File: config.mk
export PLATFORM = sky130hd
export DESIGN_NAME = nvsc_host
export DESIGN_NICKNAME = d
export VERILOG_FILES = /design/src/hdl/nvsc_pkg.sv /design/src/hdl/nvsc_host.sv
export SDC_FILE = /design/constraint.sdc
export NUM_CORES = 1
export LEC_CHECK = 0
export BUFFER_PORTS_ARGS = -buffer_cell sky130_fd_sc_hd__buf_2
export CORE_UTILIZATION = 40
export CTS_BUF_LIST = sky130_fd_sc_hd__clkbuf_8 sky130_fd_sc_hd__clkbuf_16
export CTS_CLUSTER_SIZE = 16
export DETAILED_ROUTE_END_ITERATION = 8
export PLACE_DENSITY = 0.65
export SLEW_MARGIN = 20
export SYNTH_ARGS = -nofsm -noshare
export SYNTH_HDL_FRONTEND = slang
export SYNTH_SLANG_ARGS = --single-unit
export TNS_END_PERCENT = 1
File: constraint.sdc
create_clock -name clk_i -period 5.05 [get_ports clk_i]
set_input_delay 1.01 -clock clk_i [delete_from_list [all_inputs] [get_ports clk_i]]
set_output_delay 1.01 -clock clk_i [all_outputs]
set_load 0.005 [all_outputs]
File: src/hdl/nvsc_pkg.sv
// package: timing constants and command carriers for the nv sram host controller
package nvsc_pkg;

  // ---------------------------------------------------------------
  // clock
  // ---------------------------------------------------------------
  localparam int unsigned CLK_PERIOD_NS = 8;

  // ---------------------------------------------------------------
  // device timing figures in their own units
  // ---------------------------------------------------------------
  localparam int unsigned T_RC_NS = 250;      // read cycle
  localparam int unsigned T_ACC_NS = 250;     // access time
  localparam int unsigned T_AS_NS = 50;       // address setup
  localparam int unsigned T_WP_NS = 150;      // write pulse
  localparam int unsigned T_WR_NS = 25;       // write recovery
  localparam int unsigned T_STP_NS = 100;     // store pulse
  localparam int unsigned T_STC_MS = 10;      // store cycle
  localparam int unsigned T_RCP_NS = 450;     // recall pulse
  localparam int unsigned T_RCC_NS = 1200;    // recall cycle
  localparam int unsigned T_ARC_NS = 750;     // recalled data access

  // ---------------------------------------------------------------
  // cycle counts, least times rounded up
  // ---------------------------------------------------------------
  localparam int unsigned RD_CYC = (T_ACC_NS + CLK_PERIOD_NS - 1) / CLK_PERIOD_NS;
  localparam int unsigned AS_CYC = (T_AS_NS + CLK_PERIOD_NS - 1) / CLK_PERIOD_NS;
  localparam int unsigned WP_CYC = (T_WP_NS + CLK_PERIOD_NS - 1) / CLK_PERIOD_NS;
  localparam int unsigned WR_CYC = (T_WR_NS + CLK_PERIOD_NS - 1) / CLK_PERIOD_NS;
  localparam int unsigned STP_CYC = (T_STP_NS + CLK_PERIOD_NS - 1) / CLK_PERIOD_NS;
  localparam int unsigned STC_CYC = (T_STC_MS * 1000000 + CLK_PERIOD_NS - 1) / CLK_PERIOD_NS;
  localparam int unsigned RCP_CYC = (T_RCP_NS + CLK_PERIOD_NS - 1) / CLK_PERIOD_NS;
  localparam int unsigned RCC_CYC = (T_RCC_NS + CLK_PERIOD_NS - 1) / CLK_PERIOD_NS;
  localparam int unsigned ARC_CYC = (T_ARC_NS + CLK_PERIOD_NS - 1) / CLK_PERIOD_NS;

  localparam int unsigned CNT_W = 24;
  localparam logic [CNT_W-1:0] CNT_ZERO = 24'h00_0000;

  // ---------------------------------------------------------------
  // widths and command codes
  // ---------------------------------------------------------------
  localparam int unsigned ADDR_W = 8;
  localparam int unsigned DATA_W = 4;

  typedef enum logic [1:0] {
    NVSC_CMD_READ = 2'b00,
    NVSC_CMD_WRITE = 2'b01,
    NVSC_CMD_STORE = 2'b10,
    NVSC_CMD_RECALL = 2'b11
  } nvsc_cmd_e;

  typedef struct packed {
    nvsc_cmd_e cmd;
    logic [ADDR_W-1:0] addr;
    logic [DATA_W-1:0] wdata;
  } nvsc_req_s;

  typedef struct packed {
    logic sel_n;
    logic wr_n;
    logic store_n;
    logic recall_n;
  } nvsc_ctl_s;

  localparam nvsc_ctl_s CTL_IDLE = 4'b1111;

endpackage : nvsc_pkg

File: src/hdl/nvsc_host.sv
// host controller driving an nv sram over its select/strobe/store/recall pins
// Behaviour
// [RL1] select is driven low for every read and write; released high otherwise
// [RL2] write strobe high reads, low writes the data pins
// [RL3] eight address lines pick one of 256 four-bit locations
// [RL4] device floats data during store and recall; host never drives then
// [RL5] store low copies ram to shadow array; finishes within 10 ms
// [RL6] during store, device ignores write strobe and recall
// [RL7] store beats ram access; a read in progress is abandoned
// [RL8] store during write aborts it; that location becomes undefined
// [RL9] store pulse needs only 100 ns minimum; device finishes alone
// [RL10] deselecting does not abort a running store
// [RL11] store pulses under 20 ns are filtered and start nothing
// [RL12] recall low copies shadow to ram; pulse 450 ns, cycle 1200 ns
// [RL13] recall beats ram access; ongoing read or write terminated
// [RL14] store is ignored while recall is held low
// [RL15] recalled data readable 750 ns after recall release
// [RL16] store held high through reset and power transitions
// [RL17] store reprograms only differing shadow bits
// [RL18] store leaves ram contents unchanged
`timescale 1ns/1ns
`default_nettype none

module nvsc_host (
  input wire logic clk_i,
  input wire logic rst_i,
  input wire nvsc_pkg::nvsc_req_s req_i,
  input wire logic req_valid_i,
  output logic req_ready_o,
  output logic [nvsc_pkg::DATA_W-1:0] rdata_o,
  output logic rdata_valid_o,
  output logic busy_o,
  output logic [nvsc_pkg::ADDR_W-1:0] addr_lines_o,
  output logic sel_n_o,
  output logic wr_n_o,
  output logic store_n_o,
  output logic recall_n_o,
  input wire logic [nvsc_pkg::DATA_W-1:0] data_pins_i,
  output logic [nvsc_pkg::DATA_W-1:0] data_pins_o,
  output logic data_pins_oe_o
);

  // ---------------------------------------------------------------
  // state and registers
  // ---------------------------------------------------------------
  typedef enum logic [2:0] {
    NVSC_ST_IDLE = 3'b000,
    NVSC_ST_READ = 3'b001,
    NVSC_ST_WSETUP = 3'b010,
    NVSC_ST_WPULSE = 3'b011,
    NVSC_ST_WRECOV = 3'b100,
    NVSC_ST_STPULSE = 3'b101,
    NVSC_ST_STWAIT = 3'b110,
    NVSC_ST_RECALL = 3'b111
  } nvsc_state_e;

  nvsc_state_e state_q, state_d;
  logic [nvsc_pkg::CNT_W-1:0] cnt_q, cnt_d;
  nvsc_pkg::nvsc_req_s req_q;
  nvsc_pkg::nvsc_ctl_s ctl_q, ctl_d;
  logic oe_q, oe_d;
  logic [nvsc_pkg::DATA_W-1:0] rdata_q;
  logic rvalid_q;
  logic [nvsc_pkg::DATA_W-1:0] din_m_q, din_s_q;
  logic cnt_done;
  logic take;

  assign cnt_done = (cnt_q == nvsc_pkg::CNT_ZERO);
  assign take = req_valid_i && (state_q == NVSC_ST_IDLE);

  // ---------------------------------------------------------------
  // data pin synchroniser
  // ---------------------------------------------------------------
  // two-flop capture of the asynchronous data pins
  always_ff @(posedge clk_i) begin
    if (rst_i) begin
      din_m_q <= 4'h0;
      din_s_q <= 4'h0;
    end else begin
      din_m_q <= data_pins_i;
      din_s_q <= din_m_q;
    end
  end

  // ---------------------------------------------------------------
  // sequencer
  // ---------------------------------------------------------------
  // next state, counter and pin levels
  always_comb begin
    state_d = state_q;
    cnt_d = cnt_done ? cnt_q : cnt_q - 24'h00_0001;
    ctl_d = ctl_q;
    oe_d = oe_q;
    case (state_q)
      NVSC_ST_IDLE: begin
        ctl_d = nvsc_pkg::CTL_IDLE; // RL16
        oe_d = 1'b0;
        if (req_valid_i) begin
          case (req_i.cmd)
            nvsc_pkg::NVSC_CMD_READ: begin
              state_d = NVSC_ST_READ;
              ctl_d.sel_n = 1'b0; // RL1
              ctl_d.wr_n = 1'b1; // RL2
              cnt_d = nvsc_pkg::CNT_W'(nvsc_pkg::RD_CYC + 2);
            end
            nvsc_pkg::NVSC_CMD_WRITE: begin
              state_d = NVSC_ST_WSETUP;
              ctl_d.sel_n = 1'b0; // RL1
              oe_d = 1'b1;
              cnt_d = nvsc_pkg::CNT_W'(nvsc_pkg::AS_CYC);
            end
            nvsc_pkg::NVSC_CMD_STORE: begin
              state_d = NVSC_ST_STPULSE;
              ctl_d.store_n = 1'b0; // RL5
              cnt_d = nvsc_pkg::CNT_W'(nvsc_pkg::STP_CYC); // RL9 RL11
            end
            nvsc_pkg::NVSC_CMD_RECALL: begin
              state_d = NVSC_ST_RECALL;
              ctl_d.recall_n = 1'b0; // RL12
              cnt_d = nvsc_pkg::CNT_W'(nvsc_pkg::RCP_CYC);
            end
            default: state_d = NVSC_ST_IDLE;
          endcase
        end
      end
      NVSC_ST_READ: begin
        if (cnt_done) begin
          state_d = NVSC_ST_IDLE;
          ctl_d.sel_n = 1'b1;
        end
      end
      NVSC_ST_WSETUP: begin
        if (cnt_done) begin
          state_d = NVSC_ST_WPULSE;
          ctl_d.wr_n = 1'b0; // RL2
          cnt_d = nvsc_pkg::CNT_W'(nvsc_pkg::WP_CYC);
        end
      end
      NVSC_ST_WPULSE: begin
        if (cnt_done) begin
          state_d = NVSC_ST_WRECOV;
          ctl_d.wr_n = 1'b1;
          cnt_d = nvsc_pkg::CNT_W'(nvsc_pkg::WR_CYC);
        end
      end
      NVSC_ST_WRECOV: begin
        if (cnt_done) begin
          state_d = NVSC_ST_IDLE;
          ctl_d.sel_n = 1'b1;
          oe_d = 1'b0;
        end
      end
      NVSC_ST_STPULSE: begin
        // deselected and quiet while the device stores on its own
        if (cnt_done) begin
          state_d = NVSC_ST_STWAIT;
          ctl_d.store_n = 1'b1; // RL9
          cnt_d = nvsc_pkg::CNT_W'(nvsc_pkg::STC_CYC); // RL5 RL10
        end
      end
      NVSC_ST_STWAIT: begin
        if (cnt_done) begin
          state_d = NVSC_ST_IDLE; // RL6
        end
      end
      NVSC_ST_RECALL: begin
        // hold recall for the pulse, then wait out cycle and access time
        if (cnt_done && !ctl_q.recall_n) begin
          ctl_d.recall_n = 1'b1;
          cnt_d = nvsc_pkg::CNT_W'(nvsc_pkg::ARC_CYC + nvsc_pkg::RCC_CYC
                                   - nvsc_pkg::RCP_CYC); // RL12 RL15
        end else if (cnt_done) begin
          state_d = NVSC_ST_IDLE;
        end
      end
      default: begin
        state_d = NVSC_ST_IDLE;
        ctl_d = nvsc_pkg::CTL_IDLE;
        oe_d = 1'b0;
      end
    endcase
  end

  // state registers
  always_ff @(posedge clk_i) begin
    if (rst_i) begin
      state_q <= NVSC_ST_IDLE;
      cnt_q <= nvsc_pkg::CNT_ZERO;
      ctl_q <= nvsc_pkg::CTL_IDLE; // RL16
      oe_q <= 1'b0;
    end else begin
      state_q <= state_d;
      cnt_q <= cnt_d;
      ctl_q <= ctl_d;
      oe_q <= oe_d; // RL4
    end
  end

  // request capture
  always_ff @(posedge clk_i) begin
    if (rst_i) begin
      req_q <= '0;
    end else if (take) begin
      req_q <= req_i; // RL3
    end
  end

  // read data capture at end of read
  always_ff @(posedge clk_i) begin
    if (rst_i) begin
      rdata_q <= 4'h0;
      rvalid_q <= 1'b0;
    end else begin
      rvalid_q <= (state_q == NVSC_ST_READ) && cnt_done;
      if ((state_q == NVSC_ST_READ) && cnt_done) begin
        rdata_q <= din_s_q;
      end
    end
  end

  // ---------------------------------------------------------------
  // outputs
  // ---------------------------------------------------------------
  assign req_ready_o = (state_q == NVSC_ST_IDLE);
  assign busy_o = (state_q != NVSC_ST_IDLE);
  assign rdata_o = rdata_q;
  assign rdata_valid_o = rvalid_q;
  assign addr_lines_o = req_q.addr; // RL3
  assign sel_n_o = ctl_q.sel_n;
  assign wr_n_o = ctl_q.wr_n;
  assign store_n_o = ctl_q.store_n;
  assign recall_n_o = ctl_q.recall_n;
  assign data_pins_o = req_q.wdata;
  assign data_pins_oe_o = oe_q;

endmodule // nvsc_host

`default_nettype wire

-- Word-level counts from Yosys, hierarchy flattened
Index checks and enable logic that the tools add are counted.
- output and inout port bits: 24
- word-level logic and storage cells: 84
- register bits after elaboration: 57
- eq/ne operators: 18
- reduce and logical (&&, ||, !) cells: 22
- $add $sub $neg: 1
- mux-type cells: 30
- operator list (operator ; number):
    2-to-1 mux 24 bit ; 6
    one-hot mux 24 bit (5 select lines) ; 1
    one-hot mux 24 bit (4 select lines) ; 1
    logical NOT 24 bit ; 1
    subtractor 24 x 1 -> 24 bit, second input constant ; 1
    2-to-1 mux 3 bit ; 6
    one-hot mux 3 bit (6 select lines) ; 1
    != test 2 bit, second input constant ; 7
    == test 3 bit, second input constant ; 4
    one-hot mux 3 bit (4 select lines) ; 1
    2-to-1 mux 1 bit ; 8
    one-hot mux 1 bit (2 select lines) ; 4
    AND reduction 2 bit ; 4
    nonzero test 2 bit ; 4
    == test 3 x 2 -> 1 bit, second input constant ; 2
    nonzero test 3 bit ; 2
    AND reduction 5 bit ; 1
    == test 2 bit, second input constant ; 2
    2-to-1 mux 4 bit ; 1
    OR reduction 2 bit ; 2
    == test 3 x 1 -> 1 bit, second input constant ; 1
    logical AND 1 bit ; 3
    logical NOT 3 bit ; 1
    one-hot mux 1 bit (3 select lines) ; 1
    6 further kinds ; 6

-- Logic depth before layout (Yosys ltp)
- depth after elaboration: 5
- gate-level depth with buffers: 11
- gate-level depth less buffers: 11

-- Least setup slack after synthesis
No wires, ideal clock.
- path kind: register to register
- start: register cnt_q[9] in the netlist's numbering
- end: register cnt_q[22] in the netlist's numbering
- cell stages (with the launch flop): 7
- setup time: 0.068 ns
- path slack: 2.666 ns
- data arrival time: 2.316 ns
- path through: dfxtp_1 -> or4_1 -> buf_2 -> or4_4 -> or4b_1 -> or2_1 -> a21oi_2
- word-level cells in the longest chain between the ends: 4
- elaborated cells between the ends (all ways): 10
- RTL lines (what ; RTL line ; source):
    from (decl) ; nvsc_host.sv:58 ; logic [nvsc_pkg::CNT_W-1:0] cnt_q, cnt_d;
    from (signal assigned) ; nvsc_host.sv:188 ; cnt_q <= nvsc_pkg::CNT_ZERO;
    from (signal assigned) ; nvsc_host.sv:193 ; cnt_q <= cnt_d;
    subtractor 24 x 1 -> 24 bit / logical NOT 24 bit (equally long branches) ; nvsc_host.sv:91, nvsc_host.sv:68 ;
    2-to-1 mux 24 bit / logical AND 1 bit (equally long branches) ; nvsc_host.sv:91, nvsc_host.sv:168 ;
    2-to-1 mux 24 bit, on equally long branches ; - ;
    one-hot mux 24 bit (5 select lines) * ; nvsc_host.sv:94 ; case (state_q)
Mark *: on every way between the ends. The rest lies on a longest branch, timed or not.
A chain may end at the register's enable or synchronous reset.

-- Final worst setup path
- start: register cnt_q[9] in the netlist's numbering
- end: register cnt_q[7] in the netlist's numbering
- word-level cells in the longest chain between the ends: 4
- elaborated cells between the ends (all ways): 9
- RTL lines (what ; RTL line ; source):
    logical NOT 24 bit * ; nvsc_host.sv:68 ; assign cnt_done = (cnt_q == nvsc_pkg::CNT_ZERO);
    2-to-1 mux 24 bit / logical AND 1 bit (equally long branches) ; nvsc_host.sv:91, nvsc_host.sv:168 ;
    2-to-1 mux 24 bit, on equally long branches ; - ;
    one-hot mux 24 bit (5 select lines) * ; nvsc_host.sv:94 ;
Marks and branches as above.

==> qor.csv <==
metric,value,unit
power.total,2.44,mW
ys.flop_type,dfxtp_1,
crit_chain,or4_1 > or4_4 > o21ai_1 > nor2_1 > a2111oi_0,
routed_via_density,5.39,
grt_usage,19.8,%
multi_input_area,1580,sq um
rr_startpoint,cnt_q[9]$_SDFF_PP0_,
setup_viol,0,
period_minus_slack,2.87,ns
grt_pass1_wl,11.4,mm
period_share,56.9,%
cp_num_cells,5,
r2r-end,cnt_q[7]$_SDFF_PP0_,
area_growth,17.2,%
h-tree-depth,3,
min_path_cells,1,
max_freq,348,MHz
startpoint_type,flip-flop,
cts-buffers-inserted,9,
root_buffer,clkbuf_8,
gp_congestion,0.846,
synthDistinctLibCells,51,
io_pins,45,
std_cell_rows,30,
cp-startpoint,cnt_q[9]$_SDFF_PP0_,
slowest_stage,o21ai_1,
hold_violations,0,
dieArea,7420,sq um
worst-r2r-setup-slack,2.18,ns
synth_seq_cells,57,
ys_seq_area_share,40.3,%
numPortBuffers,44,
finalClockSkew,0.0104,ns
synth_area_leaders,"dfxtp_1 (40%), nand2_1 (6.5%), nor2_1 (5.8%)",
nNetsFinal,421,
nFillCells,684,
grt_antenna_before_repair,0,
drive_above_1_share,17.5,%
register_area,1140,sq um
num_antenna_cells,0,
first_pass_iters,5,
ctsHoldBuffers,0,
start_util,41.4,%
synth_area,2830,sq um
core_area,6830,sq um
critPathMaxStageDelay,0.67,ns
fin_tns_setup,0,ns
synth_edf_count,0,
slew_viol_final,0,
clock_path_buffers,2,
drc,0,
die_width,86.1,microns
drt-total-wl,7.04,mm
pwr-share-comb,50.8,%
hold_path_class,flip-flop to flip-flop,
yosys-top-cells-count,"dfxtp_1 (57), nand2_1 (49), nor2_1 (44)",
ant_nets,0,
grt_pass1_vias,2376,
syn-num-nets,385,
hold_slack,0.440,ns
critPathKind,flip-flop to flip-flop,
syn_inst,353,
power.switching,1.10,mW
grt_max_degree,45,
post_cts_buffers,0,
async_flop_share,0,%
seq_power_share,29.6,%
rsz0062_at_grt,no,
cp_max_fo,12,
overflow,0,
crit_family,simple AND/OR/NAND/NOR gates,
total_leakage_power,1.39,nW
cp-end-kind,flip-flop,
reg2regPathDepth,5,
die_h,86.1,microns
status,"finished, final reports clean",
p_per_area,736,nW/um^2
arrival,3.09,ns
cts_resized,0,
tightest_slew,0.836,ns
yosysTopAreaCell,dfxtp_1,
vias,2639,
ys_warn_count,0,
internal_power,1.34,mW
clkSlewWorstSetupHoldPaths,0.07,ns
insertion_delay,0.35,ns
yosysTopAreaCellShare,40.3,%
critical_path_required,5.27,ns
max_slew_margin,43.9,%
place_hpwl,4.79,mm
endpoint,cnt_q[7]$_SDFF_PP0_,
cts_sinks,57,
ir_drop,0.000374,V
synth_most_common_cell,dfxtp_1,
switching_share,45.0,%
path_buf_inv,0,
pwr-share-clk,19.6,%
avgRoutedWirePerCell,14.4,microns
drtIter0Drc,206,
syn_area_per_cell,8.02,sq um
maxCapViolCount,0,
cts_tree,built,
-- placed cells by master, fill, tap and decap left out, types with 5 or more instances in the layout --
cell type  count
a21oi_1       30
nor2b_1       11
buf_2         44
nor2_1        44
or4_1          5
mux2i_1        5
clkbuf_8       9
nand2_1       49
ha_1          11
inv_1          8
nand3_1        8
xnor2_1        8
nor3_1        10
dfxtp_1       57
nor4_1         6
o21ai_0       18
-- cell type report --
type	count	area share, %
clock inverter	7	2.83
tap	96	3.62
timing repair buffer	45	6.87
sequential	57	34.4
clock buffer	9	3.74
inverter	8	0.906
multi-input combinational	268	47.6
-- cells by family (layout without fill, tap and decap cells) --
family | count (synthesis) | count (layout) | synth area share [%]
AO/OA/AOI/OAI | 84 | 84 | 19.1
XOR/XNOR | 12 | 12 | 3.71
adder cells (fa/ha/maj) | 11 | 11 | 4.86
buffers and inverters | 28 | 69 | 3.89
flip-flops | 57 | 57 | 40.3
multiplexers | 5 | 5 | 1.77
AND/OR/NAND/NOR | 156 | 156 | 26.3
-- power groups by stage --
stage / Sequential, mW / Clock (mW) / Combinational, mW
2_1_floorplan: 0.668 / 0 / 1.02
3_3_place_gp: 0.723 / 0 / 1.20
3_5_place_dp: 0.725 / 0 / 1.22
4_1_cts: 0.718 / 0.488 / 1.23
5_1_grt: 0.741 / 0.508 / 1.39
6_report: 0.723 / 0.478 / 1.24
-- how the worst min path moves through the flow --
stage | slack (ns) | to | startpoint
3_5_place_dp | 0.43 | din_s_q[0]$_SDFF_PP0_ | din_m_q[0]$_SDFF_PP0_
4_1_cts | 0.45 | din_s_q[0]$_SDFF_PP0_ | din_m_q[0]$_SDFF_PP0_
6_report | 0.44 | din_s_q[0]$_SDFF_PP0_ | din_m_q[0]$_SDFF_PP0_
3_3_place_gp | 0.42 | din_s_q[0]$_SDFF_PP0_ | din_m_q[0]$_SDFF_PP0_
2_1_floorplan | 0.41 | din_s_q[0]$_SDFF_PP0_ | din_m_q[0]$_SDFF_PP0_
5_1_grt | 0.46 | din_s_q[0]$_SDFF_PP0_ | din_m_q[0]$_SDFF_PP0_
-- flip-flops by register name, summed over array words and instances (netlist names) --
register        cells
wr_n_o              1
rdata_o             4
cnt_q              24
data_pins_o         4
recall_n_o          1
state_q             3
store_n_o           1
din_m_q             4
data_pins_oe_o      1
addr_lines_o        8
sel_n_o             1
rdata_valid_o       1
din_s_q             4
-- per-layer routing --
layer / routed length (microns) / global-route usage, % / vias to the layer above
li1: - / - / 1313
met1: 3230 / 24.8 / 1219
met2: 3220 / 31.3 / 97
met3: 504 / 7.60 / 10
met4: 87 / 6.21 / 0
met5: 0 / 0 / -
-- per-stage QoR --
stage	std cells	area (sq um)	util, %	setup WS [ns]
after detailed placement	474	3100	45.3	2.16
after CTS	490	3320	48.5	2.19
after global placement	474	3100	45.3	2.32
after floorplan	353	2830	-	2.67
after global routing	490	3320	48.5	1.97
final	490	3320	48.5	2.18
Note: power is estimated with default switching activity, not from simulation.
